[src/shared/compact_timer_pkg.sv]
/*
  package for the compact timer: register offsets, field positions,
  reset values, mode and clock-select encodings, carrier structs.
  assumes a 32-bit ahb-lite bus, one register per aligned word.
*/
package compact_timer_pkg;

  // register byte addresses
  localparam logic [7:0] off_control_0    = 8'h00;
  localparam logic [7:0] off_control_1    = 8'h04;
  localparam logic [7:0] off_count_low    = 8'h08;
  localparam logic [7:0] off_count_high   = 8'h0C;
  localparam logic [7:0] off_compare_low  = 8'h10;
  localparam logic [7:0] off_compare_high = 8'h14;
  localparam logic [7:0] off_period       = 8'h18;
  localparam logic [7:0] off_flags        = 8'h1C;

  // field positions
  localparam int pos_pause    = 7;
  localparam int pos_run      = 3;
  localparam int pos_clear    = 0;
  localparam int pos_polarity = 2;
  localparam int pos_ocontrol = 3;
  localparam int pos_flag_a   = 0;
  localparam int pos_flag_p   = 1;

  // reset values
  localparam logic [7:0]  rst_byte  = 8'h00;
  localparam logic [15:0] rst_word  = 16'h0000;
  localparam logic [7:0]  ctl0_mask = 8'hF8;

  // divider counts
  localparam logic [1:0] div_sys4  = 2'h3;
  localparam logic [5:0] div_high  = 6'h3F;
  localparam logic [3:0] div_high16 = 4'hF;
  localparam logic [7:0] sub_div_default = 8'hFF;

  typedef enum logic [1:0] {
    mode_compare = 2'b00,
    mode_undef   = 2'b01,
    mode_pwm     = 2'b10,
    mode_timer   = 2'b11
  } mode_field_t;

  typedef enum logic [2:0] {
    clk_sys4   = 3'b000,
    clk_sys    = 3'b001,
    clk_high16 = 3'b010,
    clk_high64 = 3'b011,
    clk_sub0   = 3'b100,
    clk_sub1   = 3'b101,
    clk_ext_r  = 3'b110,
    clk_ext_f  = 3'b111
  } clock_select_t;

  typedef struct packed {
    mode_field_t mode_field;
    logic [1:0]  output_function;
    logic        output_control;
    logic        output_polarity;
    logic        duty_period_swap;
    logic        clear_select;
  } control_1_t;

  typedef struct packed {
    logic          pause_bit;
    clock_select_t clock_select;
    logic          run_enable;
    logic [2:0]    unused;
  } control_0_t;

endpackage : compact_timer_pkg

[src/verilog/compact_timer.sv]
/*
  compact timer: 16-bit up-counter, comparators a and p, output pin,
  byte registers behind an ahb-lite slave with a shared low-byte buffer.
  assumes external_clock_pin is asynchronous; high and sub clocks are
  derived from hclk by dividers.
*/
`timescale 1ns/1ps
module compact_timer
  import compact_timer_pkg::*;
(
  input  wire logic        hclk,
  input  wire logic        hresetn,
  input  wire logic        hsel,
  input  wire logic [31:0] haddr,
  input  wire logic [1:0]  htrans,
  input  wire logic        hwrite,
  input  wire logic [2:0]  hsize,
  input  wire logic [31:0] hwdata,
  input  wire logic        hready,
  output logic      [31:0] hrdata,
  output logic             hreadyout,
  output logic             hresp,
  input  wire logic        external_clock_pin,
  output logic             timer_output_pin,
  output logic             compare_a_flag,
  output logic             compare_p_flag
);

  control_0_t  ctl0_reg;
  control_1_t  ctl1_reg;
  logic [15:0] count_reg;
  logic [15:0] cmp_a_reg;
  logic [7:0]  period_reg;
  logic [7:0]  buffer_reg;
  logic        level_reg;
  logic        run_prev_reg;
  logic        ext_s1_reg;
  logic        ext_s2_reg;
  logic        ext_s3_reg;
  logic [1:0]  div4_reg;
  logic [5:0]  divh_reg;
  logic [7:0]  divs_reg;
  logic        ph_valid_reg;
  logic        ph_write_reg;
  logic [7:0]  ph_addr_reg;
  logic        tick;
  logic        match_a;
  logic        match_p;
  logic        run_rise;
  logic        drive_level;
  logic        rd_strobe;
  logic [7:0]  rd_addr;

  // address phase capture
  always_ff @(posedge hclk or negedge hresetn) begin
    if (!hresetn) begin
      ph_valid_reg <= 1'b0;
      ph_write_reg <= 1'b0;
      ph_addr_reg  <= rst_byte;
    end else if (hready) begin
      ph_valid_reg <= hsel & htrans[1];
      ph_write_reg <= hwrite;
      ph_addr_reg  <= haddr[7:0];
    end
  end

  // reads take effect in the address phase so data is registered
  assign rd_strobe = hsel & htrans[1] & ~hwrite & hready;
  assign rd_addr   = haddr[7:0];

  always_ff @(posedge hclk or negedge hresetn) begin
    if (!hresetn) begin
      hreadyout <= 1'b1;
      hresp     <= 1'b0;
    end else begin
      hreadyout <= 1'b1;
      hresp     <= 1'b0;
    end
  end

  // read data mux
  always_ff @(posedge hclk or negedge hresetn) begin
    if (!hresetn) begin
      hrdata <= 32'h0000_0000;
    end else if (rd_strobe) begin
      case (rd_addr)
        off_control_0:    hrdata <= {24'h00_0000, ctl0_reg & ctl0_mask};
        off_control_1:    hrdata <= {24'h00_0000, ctl1_reg};
        off_count_low:    hrdata <= {24'h00_0000, buffer_reg};
        off_compare_low:  hrdata <= {24'h00_0000, buffer_reg};
        off_count_high:   hrdata <= {24'h00_0000, count_reg[15:8]};
        off_compare_high: hrdata <= {24'h00_0000, cmp_a_reg[15:8]};
        off_period:       hrdata <= {24'h00_0000, period_reg};
        off_flags:        hrdata <= {30'h0000_0000, compare_p_flag,
                                     compare_a_flag};
        default:          hrdata <= 32'h0000_0000;
      endcase
    end
  end

  // shared low-byte buffer
  always_ff @(posedge hclk or negedge hresetn) begin
    if (!hresetn) begin
      buffer_reg <= rst_byte;
    end else if (rd_strobe && rd_addr == off_count_high) begin
      buffer_reg <= count_reg[7:0];
    end else if (rd_strobe && rd_addr == off_compare_high) begin
      buffer_reg <= cmp_a_reg[7:0];
    end else if (ph_valid_reg && ph_write_reg &&
                 ph_addr_reg == off_compare_low) begin
      buffer_reg <= hwdata[7:0];
    end
  end

  // control and compare registers
  always_ff @(posedge hclk or negedge hresetn) begin
    if (!hresetn) begin
      ctl0_reg   <= control_0_t'(rst_byte);
      ctl1_reg   <= control_1_t'(rst_byte);
      cmp_a_reg  <= rst_word;
      period_reg <= rst_byte;
    end else if (ph_valid_reg && ph_write_reg) begin
      case (ph_addr_reg)
        off_control_0:    ctl0_reg <= control_0_t'(hwdata[7:0] & ctl0_mask);
        off_control_1:    ctl1_reg <= control_1_t'(hwdata[7:0]);
        off_compare_high: cmp_a_reg <= {hwdata[7:0], buffer_reg};
        off_period:       period_reg <= hwdata[7:0];
        default:          ;
      endcase
    end
  end

  // clock dividers for system/4, high, sub
  always_ff @(posedge hclk or negedge hresetn) begin
    if (!hresetn) begin
      div4_reg <= 2'h0;
      divh_reg <= 6'h00;
      divs_reg <= rst_byte;
    end else begin
      div4_reg <= div4_reg + 2'h1;
      divh_reg <= divh_reg + 6'h01;
      divs_reg <= (divs_reg == sub_div_default) ? rst_byte
                                                : divs_reg + 8'h01;
    end
  end

  // external pin synchroniser and edge stage
  always_ff @(posedge hclk or negedge hresetn) begin
    if (!hresetn) begin
      ext_s1_reg <= 1'b0;
      ext_s2_reg <= 1'b0;
      ext_s3_reg <= 1'b0;
    end else begin
      ext_s1_reg <= external_clock_pin;
      ext_s2_reg <= ext_s1_reg;
      ext_s3_reg <= ext_s2_reg;
    end
  end

  always_comb begin
    case (ctl0_reg.clock_select)
      clk_sys4:   tick = (div4_reg == div_sys4);
      clk_sys:    tick = 1'b1;
      clk_high16: tick = (divh_reg[3:0] == div_high16);
      clk_high64: tick = (divh_reg == div_high);
      clk_sub0:   tick = (divs_reg == sub_div_default);
      clk_sub1:   tick = (divs_reg == sub_div_default);
      clk_ext_r:  tick = ext_s2_reg & ~ext_s3_reg;
      clk_ext_f:  tick = ~ext_s2_reg & ext_s3_reg;
      default:    tick = 1'b0;
    endcase
  end

  // comparators
  assign match_a  = (count_reg == cmp_a_reg);
  // p fires on the tick that would carry the count to period*256
  assign match_p  = (count_reg[7:0] == 8'hFF) &&
                    (8'(count_reg[15:8] + 8'h01) == period_reg);
  assign run_rise = ctl0_reg.run_enable & ~run_prev_reg;
  wire   counting = ctl0_reg.run_enable & ~ctl0_reg.pause_bit & tick;

  always_ff @(posedge hclk or negedge hresetn) begin
    if (!hresetn) begin
      run_prev_reg <= 1'b0;
    end else begin
      run_prev_reg <= ctl0_reg.run_enable;
    end
  end

  // counter
  always_ff @(posedge hclk or negedge hresetn) begin
    if (!hresetn) begin
      count_reg <= rst_word;
    end else if (run_rise) begin
      count_reg <= rst_word;
    end else if (counting) begin
      if (ctl1_reg.mode_field != mode_pwm && ctl1_reg.clear_select &&
          match_a) begin
        count_reg <= rst_word;
      end else if ((ctl1_reg.mode_field == mode_pwm ||
                    !ctl1_reg.clear_select) && match_p &&
                   count_reg != rst_word) begin
        count_reg <= rst_word;
      end else begin
        count_reg <= count_reg + 16'h0001;
      end
    end
  end

  // flags, set wins over clear
  wire flag_wr = ph_valid_reg && ph_write_reg && ph_addr_reg == off_flags;
  wire set_a   = counting && match_a && cmp_a_reg != rst_word;
  wire set_p   = counting && match_p && count_reg != rst_word &&
                 (!ctl1_reg.clear_select ||
                  ctl1_reg.mode_field == mode_pwm);

  always_ff @(posedge hclk or negedge hresetn) begin
    if (!hresetn) begin
      compare_a_flag <= 1'b0;
      compare_p_flag <= 1'b0;
    end else begin
      if (set_a) compare_a_flag <= 1'b1;
      else if (flag_wr && hwdata[pos_flag_a]) compare_a_flag <= 1'b0;
      if (set_p) compare_p_flag <= 1'b1;
      else if (flag_wr && hwdata[pos_flag_p]) compare_p_flag <= 1'b0;
    end
  end

  // output level state
  always_ff @(posedge hclk or negedge hresetn) begin
    if (!hresetn) begin
      level_reg <= 1'b0;
    end else if (run_rise) begin
      level_reg <= ctl1_reg.output_control;
    end else if (ctl1_reg.mode_field == mode_compare && set_a) begin
      case (ctl1_reg.output_function)
        2'b01:   level_reg <= 1'b0;
        2'b10:   level_reg <= 1'b1;
        2'b11:   level_reg <= ~level_reg;
        default: level_reg <= level_reg;
      endcase
    end
  end

  // pwm: with function 2'b10 active from count 0 until a-match, period set by p; other functions force a fixed level
  always_comb begin
    case (ctl1_reg.output_function)
      2'b00:   drive_level = ~ctl1_reg.output_control;
      2'b01:   drive_level = ctl1_reg.output_control;
      2'b10:   drive_level = (count_reg < cmp_a_reg) ?
                 ctl1_reg.output_control : ~ctl1_reg.output_control;
      default: drive_level = ~ctl1_reg.output_control;
    endcase
  end

  always_ff @(posedge hclk or negedge hresetn) begin
    if (!hresetn) begin
      timer_output_pin <= 1'b0;
    end else begin
      case (ctl1_reg.mode_field)
        mode_compare: timer_output_pin <= level_reg ^
                        ctl1_reg.output_polarity;
        mode_pwm:     timer_output_pin <= drive_level ^
                        ctl1_reg.output_polarity;
        default:      timer_output_pin <= 1'b0;
      endcase
    end
  end
endmodule // compact_timer
[config.mk]
export PLATFORM = sky130hd
export DESIGN_NAME = compact_timer
export DESIGN_NICKNAME = d
export VERILOG_FILES = /design/src/shared/compact_timer_pkg.sv /design/src/verilog/compact_timer.sv
export SDC_FILE = /design/constraint.sdc
export NUM_CORES = 1
export LEC_CHECK = 0
export BUFFER_PORTS_ARGS = -buffer_cell sky130_fd_sc_hd__buf_2
export CAP_MARGIN = 20
export CORE_MARGIN = 1
export CORE_UTILIZATION = 25
export CTS_CLUSTER_SIZE = 12
export DETAILED_ROUTE_END_ITERATION = 8
export PLACE_DENSITY_LB_ADDON = 0.3
export REMOVE_ABC_BUFFERS = 1
export SYNTH_ARGS = -nofsm -noshare
export SYNTH_HDL_FRONTEND = slang
export SYNTH_SLANG_ARGS = --single-unit
[constraint.sdc]
create_clock -name hclk -period 2.1 [get_ports hclk]
set_input_delay 0.105 -clock hclk [delete_from_list [all_inputs] [get_ports hclk]]
set_output_delay 0.105 -clock hclk [all_outputs]
set_load 0.01 [all_outputs]
==> flow_summary.yaml, run 1 <==
worst_setup_path:
  start_kind: "flip-flop"
  worst_r2r_path_depth: 7
  cp_slowest_cell: "dfrtp_1"
  worstPathArrival_ns: 2.41
  cpPeakStageDelay_ns: 0.41
  r2r_slack_ns: -0.06
  reg2reg_from: "count_reg[6]"
  end_kind: "flip-flop"
  criticalPathCategory: "reg2reg"
  critical_path_required_ns: 2.35
  crit_chain: "ha_4 -> nand4_1 -> buf_4 -> a2111o_1 -> a31o_2 -> o211a_1 -> mux2_2"
  crit_fanout: 2
  path_delay_family: "compound AO/OA/AOI/OAI gates"
  path_buf_inv: 1
  rr_endpoint: "timer_output_pin"
synthesis:
  yosys_most_used_dff: "dfrtp_1"
  ys_ff_latch: 103
  async_flop_share_pct: 100
  yosysMostFrequentCell: "dfrtp_1"
  yosys-top-cells-area: "dfrtp_1, mux2_2, ha_1"
  netlist_instances: 597
  syn_area_per_cell_um2: 10.1
  synth_edf_count: 0
  yosysWarnings: 0
  seq_area_frac_synth_pct: 42.7
  synth_commonest_cells: "dfrtp_1, nand2_1, mux2_2"
  netlist-cell-type-count: 67
  synth_top_cell_by_area: "dfrtp_1"
  syn-cell-area_um2: 6030
  synth_top_cell_area_share_pct: 42.7
timing:
  min_period_ns: 2.16
  grt_setup_unrepaired: "yes"
  fmaxAchievable_mhz: 463
  fin_crit_sh_pct: 103
  skew_ns: 0.0140
  fin_ws_ns: -0.0577
  setup_violations: 11
  setup_tns_ns: -0.324
  slew_viol_final: 0
  hold_viol_final: 0
outcome:
  status: "finished, violations left"
  violations: "setup timing"
global_route:
  grt_overflow_total: 0
  grt_pass1_vias: 5020
  grt_usage_pct: 15.9
  grt_max_degree: 32
  antenna_found_initial: 0
  grt_pass1_wl_um: 29100
die:
  die_h_um: 157
  core_um2: 23500
  pin_count: 112
  die_w_um: 157
  rows: 56
  initial_utilization_pct: 25.6
  die_area_um2: 24800
clocking:
  max-clock-path-buffers: 2
  cts_tree: "yes"
  numCtsBuffers: 9
  htree_levels: 3
  clock_latency_ns: 0.36
  clock-root-buffer: "clkbuf_16"
  clk_pin_slew_ns: 0.07
  clock-sinks: 103
pwr:
  cellPowerDensity_nw_per_um2: 519
  leakage_uw: 0.00376
  irDropWorstVdd_mv: 0.417
routing:
  drc: 0
  wl_um: 18700
  dr.first_iter.drc_count: 326
  wirelength_met1_um: 8920
  wl_met3_um: 586
  drtPass1Iterations: 5
  wl_per_cell_um: 17.1
  met2_length_um: 8630
  viasPerCell: 4.68
  top_layer: "met4"
  dr_total_vias: 5137
  ant_nets: 0
placed_design:
  hpwl_um: 14100
  place_congestion: 0.884
  io_buffers: 33
  dpl_worst_slack_ns: -0.200
cells_and_area:
  multi_input_area_um2: 3590
  finalNetCount: 875
  antenna_cells: 0
  final.fill_count: 2414
  area_growth_pct: 39.3
  drive_gt1_share_pct: 41.7
  final-seq-area_um2: 2580
worst_hold_path:
  hold_path_class: "in2reg"
  hp-start: "hwdata[0]"
  hold_depth: 2
  min_to: "period_reg[0]"
run:
  maxCapViolCount: 0
kinds of logic after synthesis:
group	after synthesis	synth area share (%)
simple gates	186	17.1
fa+ha+maj	26	5.39
xor+xnor	18	2.61
flops	103	42.7
buf+inv	79	6.99
other cells	2	0.124
mux	56	11.1
compound gates	127	14.0
report_power, final:
part	leakage [uW]	switching (uW)	total [uW]	internal, uW
clock	0.000131	816	1630	818
sequential	0.00129	86.0	2160	2070
combinational	0.00233	307	575	268
total	0.00376	1210	4370	3160
layout make-up:
type	count	share of cell area [%]
clock buffers	11	2.77
multi-input cells	440	42.7
clock inverters	5	0.462
flip-flops and latches	103	30.7
well taps	319	4.75
repair buffers	187	17.2
inverters	33	1.47
per-stage QoR:
stage,instance area [um2],total power (uW),hold WS [ns],util (%),cells
6_report,8400,4370,0.0364,35.7,1098
5_1_grt,8400,4560,0.0346,35.7,1098
4_1_cts,8160,4390,0.0239,34.7,1087
3_5_place_dp,7350,2700,0.0891,31.2,1051
3_3_place_gp,7350,2700,0.0860,31.2,1051
2_1_floorplan,5830,2400,-0.191,-,575
per-layer routing:
metal  track usage [%]  up-vias
met3              2.51       33
met2              25.0      101
li1                  -     2487
met1              21.5     2516
met4              6.80        0
met5                 0        -
worst max path at each step:
stage	startpoint	endpoint	slack (ns)	depth (start not counted)
global route	cmp_a_reg[3]	count_reg[6]	-0.13	10
global placement	count_reg[0]	count_reg[12]	-0.23	7
detailed placement	count_reg[8]	count_reg[4]	-0.20	8
finish	count_reg[6]	timer_output_pin	-0.06	7
floorplan	divs_reg[0]	count_reg[4]	-0.08	7
CTS	count_reg[8]	timer_output_pin	-0.05	8
what timing repair did:
action / 4_1_cts / 5_1_grt
pin swaps: 21 / 23
endpoints found under the setup margin: 20 / 27
hold endpoints to repair: 35 / 0
buffers inserted: 9 / 11
gates cloned: 1 / 0
hold buffers: 10 / 0
gates resized for setup: 72 / 30
cell usage in the layout (no fill, tap or decap), types with 7 or more instances in the layout:
master / n
o21ai_0: 29
ha_1: 14
buf_6: 16
nand2_1: 57
nor4_1: 9
a31oi_1: 10
o21a_1: 7
ha_4: 11
conb_1: 26
buf_2: 32
mux2_2: 47
clkbuf_16: 9
inv_1: 26
a21oi_1: 13
nand4_1: 10
o211ai_1: 8
o21ai_1: 10
nor2_1: 19
buf_4: 126
dlygate4sd3_1: 10
inv_2: 7
nor2b_1: 9
nand2b_1: 8
xor2_1: 9
nand3_1: 14
xnor2_1: 8
dfrtp_1: 100
Power figures use the tool's default switching activity.
==> inputs of run 2 (changes only) <==
--- a/config.mk
+++ b/config.mk
@@ -8,7 +8,7 @@
 export BUFFER_PORTS_ARGS = -buffer_cell sky130_fd_sc_hd__buf_2
 export CAP_MARGIN = 20
 export CORE_MARGIN = 1
-export CORE_UTILIZATION = 25
+export CORE_UTILIZATION = 51
 export CTS_CLUSTER_SIZE = 12
 export DETAILED_ROUTE_END_ITERATION = 8
 export PLACE_DENSITY_LB_ADDON = 0.3
==> run 2 against run 1 <==
The flow still finishes with violations (setup timing); clock skew shrank 0.0051 ns; cell count fell by 18%; cell area shrank 5.3%; critical path depth is the same; power up 0.56%; combinational power about the same; sequential cell count is the same; hold slack worse by 0.035 ns; fmax down 5.2%; via count increased by 4.5%; critical endpoint unchanged; highest routed layer unchanged.
==> flow_summary.yaml, run 2 (same netlist as run 1, synthesis figures left out) <==
outcome:
  violations: "setup timing"
  status: "finished, violations left"
pwr:
  leakage_uw: 0.00366
  irDropWorstVdd_mv: 0.578
  finalPower_uw: 4390
  cellPowerDensity_nw_per_um2: 552
worst_setup_path:
  worstPathArrival_ns: 2.52
  critical_path_required_ns: 2.34
  crit_fanout: 4
  crit_chain: "ha_4 -> nand4_1 -> buf_4 -> a2111o_1 -> a31o_2 -> o211a_1 -> mux2_2"
  cp_slowest_cell: "dfrtp_1"
  start_kind: "flip-flop"
  end_kind: "flip-flop"
  worst_r2r_path_depth: 7
  criticalPathCategory: "reg2reg"
  cpPeakStageDelay_ns: 0.43
timing:
  hold_viol_final: 0
  fmaxAchievable_mhz: 439
  fin_ws_ns: -0.176
  fin_crit_sh_pct: 108
  grt_setup_unrepaired: "yes"
  skew_ns: 0.00900
  slew_viol_final: 0
  min_period_ns: 2.28
  tightest_slew_ns: 0.790
  setup_tns_ns: -1.25
  slew_headroom_pct: 47.2
  setup_violations: 14
routing:
  drc: 0
  wl_um: 18100
  dr_total_vias: 5367
  viasPerCell: 5.98
  dr.first_iter.drc_count: 471
  ant_nets: 0
  drtPass1Iterations: 5
  wl_per_cell_um: 20.1
cells_and_area:
  layout_common_cells: "buf_4, dfrtp_1, nand2_1"
  final_area_um2: 7960
  area_growth_pct: 31.9
  antenna_cells: 0
  finalNetCount: 850
  drive_gt1_share_pct: 41.0
  final_common_cell: "buf_4"
clocking:
  clock-root-buffer: "clkbuf_16"
  clock_latency_ns: 0.36
  clock-sinks: 103
  clk_pin_slew_ns: 0.08
  cts_tree: "yes"
  max-clock-path-buffers: 2
  numCtsBuffers: 9
  htree_levels: 3
die:
  die_w_um: 111
  die_h_um: 111
  die_area_um2: 12300
  core_um2: 11500
  initial_utilization_pct: 52.6
  pin_count: 112
  rows: 39
global_route:
  grt_pass1_wl_um: 28500
  antenna_found_initial: 0
  grt_usage_pct: 29.7
  grt_max_degree: 62
  grt_pass1_vias: 5383
  grt_overflow_total: 0
placed_design:
  hpwl_um: 12500
  place_congestion: 0.926
  io_buffers: 33
  placed_area_um2: 6940
  dpl_worst_slack_ns: -0.254
worst_hold_path:
  hold_depth: 3
  hold_path_class: "in2reg"
run:
  maxCapViolCount: 0
## run 2: what timing repair did
item                       4_1_cts  5_1_grt
setup endpoints to repair       21       27
hold buffers                     5        0
setup buffers                   16       11
gates cloned                     2        0
pin swaps                       24       28
gates resized for setup         34       64
hold endpoints to repair        46        0
## run 2: final cells by class
class	instances	area [um2]
Clock inverter	7	63.8
Sequential cell	103	2580
Multi-Input combinational cell	440	3530
Tap cell	143	179
Timing Repair Buffer	162	1250
Clock buffer	9	225
Fill cell	837	3510
Inverter	33	124
## run 2: per-stage QoR
stage / utilization (%) / instances / hold slack, ns
3_3_place_gp: 60.5 / 848 / 0.131
2_1_floorplan: - / 575 / -0.191
6_report: 69.4 / 897 / 0.00143
3_5_place_dp: 60.5 / 848 / 0.136
4_1_cts: 66.2 / 887 / 0.00325
5_1_grt: 69.4 / 897 / 0.0183
## run 2: path summary, 6_finish.rpt
path                          startpoint  slack, ns                to
setup / recovery           count_reg[15]      -0.18  timer_output_pin
hold reg to reg               ext_s1_reg       0.35        ext_s2_reg
hold / removal                 htrans[1]      0.001      ph_valid_reg
max in group asynchronous        hresetn       1.10       divh_reg[4]
min in group asynchronous        hresetn       0.27      count_reg[1]
setup reg to reg           count_reg[15]      -0.18  timer_output_pin
## run 2: where the power goes
part,internal (uW),total (uW),switching [uW],leakage [uW]
sequential,2070,2160,88.3,0.00129
clock,835,1660,827,0.000142
combinational,257,572,315,0.00223
## run 2: critical path, delay by kind of cell, from the launching register on
kind | cells | cell delay (ns)
AND/OR/NAND/NOR | 1 | 0.20
multiplexers | 1 | 0.28
buffers and inverters | 1 | 0.23
flip-flops | 1 | 0.43
adder cells (fa/ha/maj) | 1 | 0.29
AO/OA/AOI/OAI | 3 | 0.74
## run 2: per-layer routing
layer / track usage (%) / vias to the layer above / part of all wire (%)
met4: 12.7 / 0 / 4.6
met3: 4.65 / 63 / 5.7
li1: - / 2426 / -
met1: 38.0 / 2658 / 40
met5: 0 / - / 0
met2: 50.0 / 220 / 50
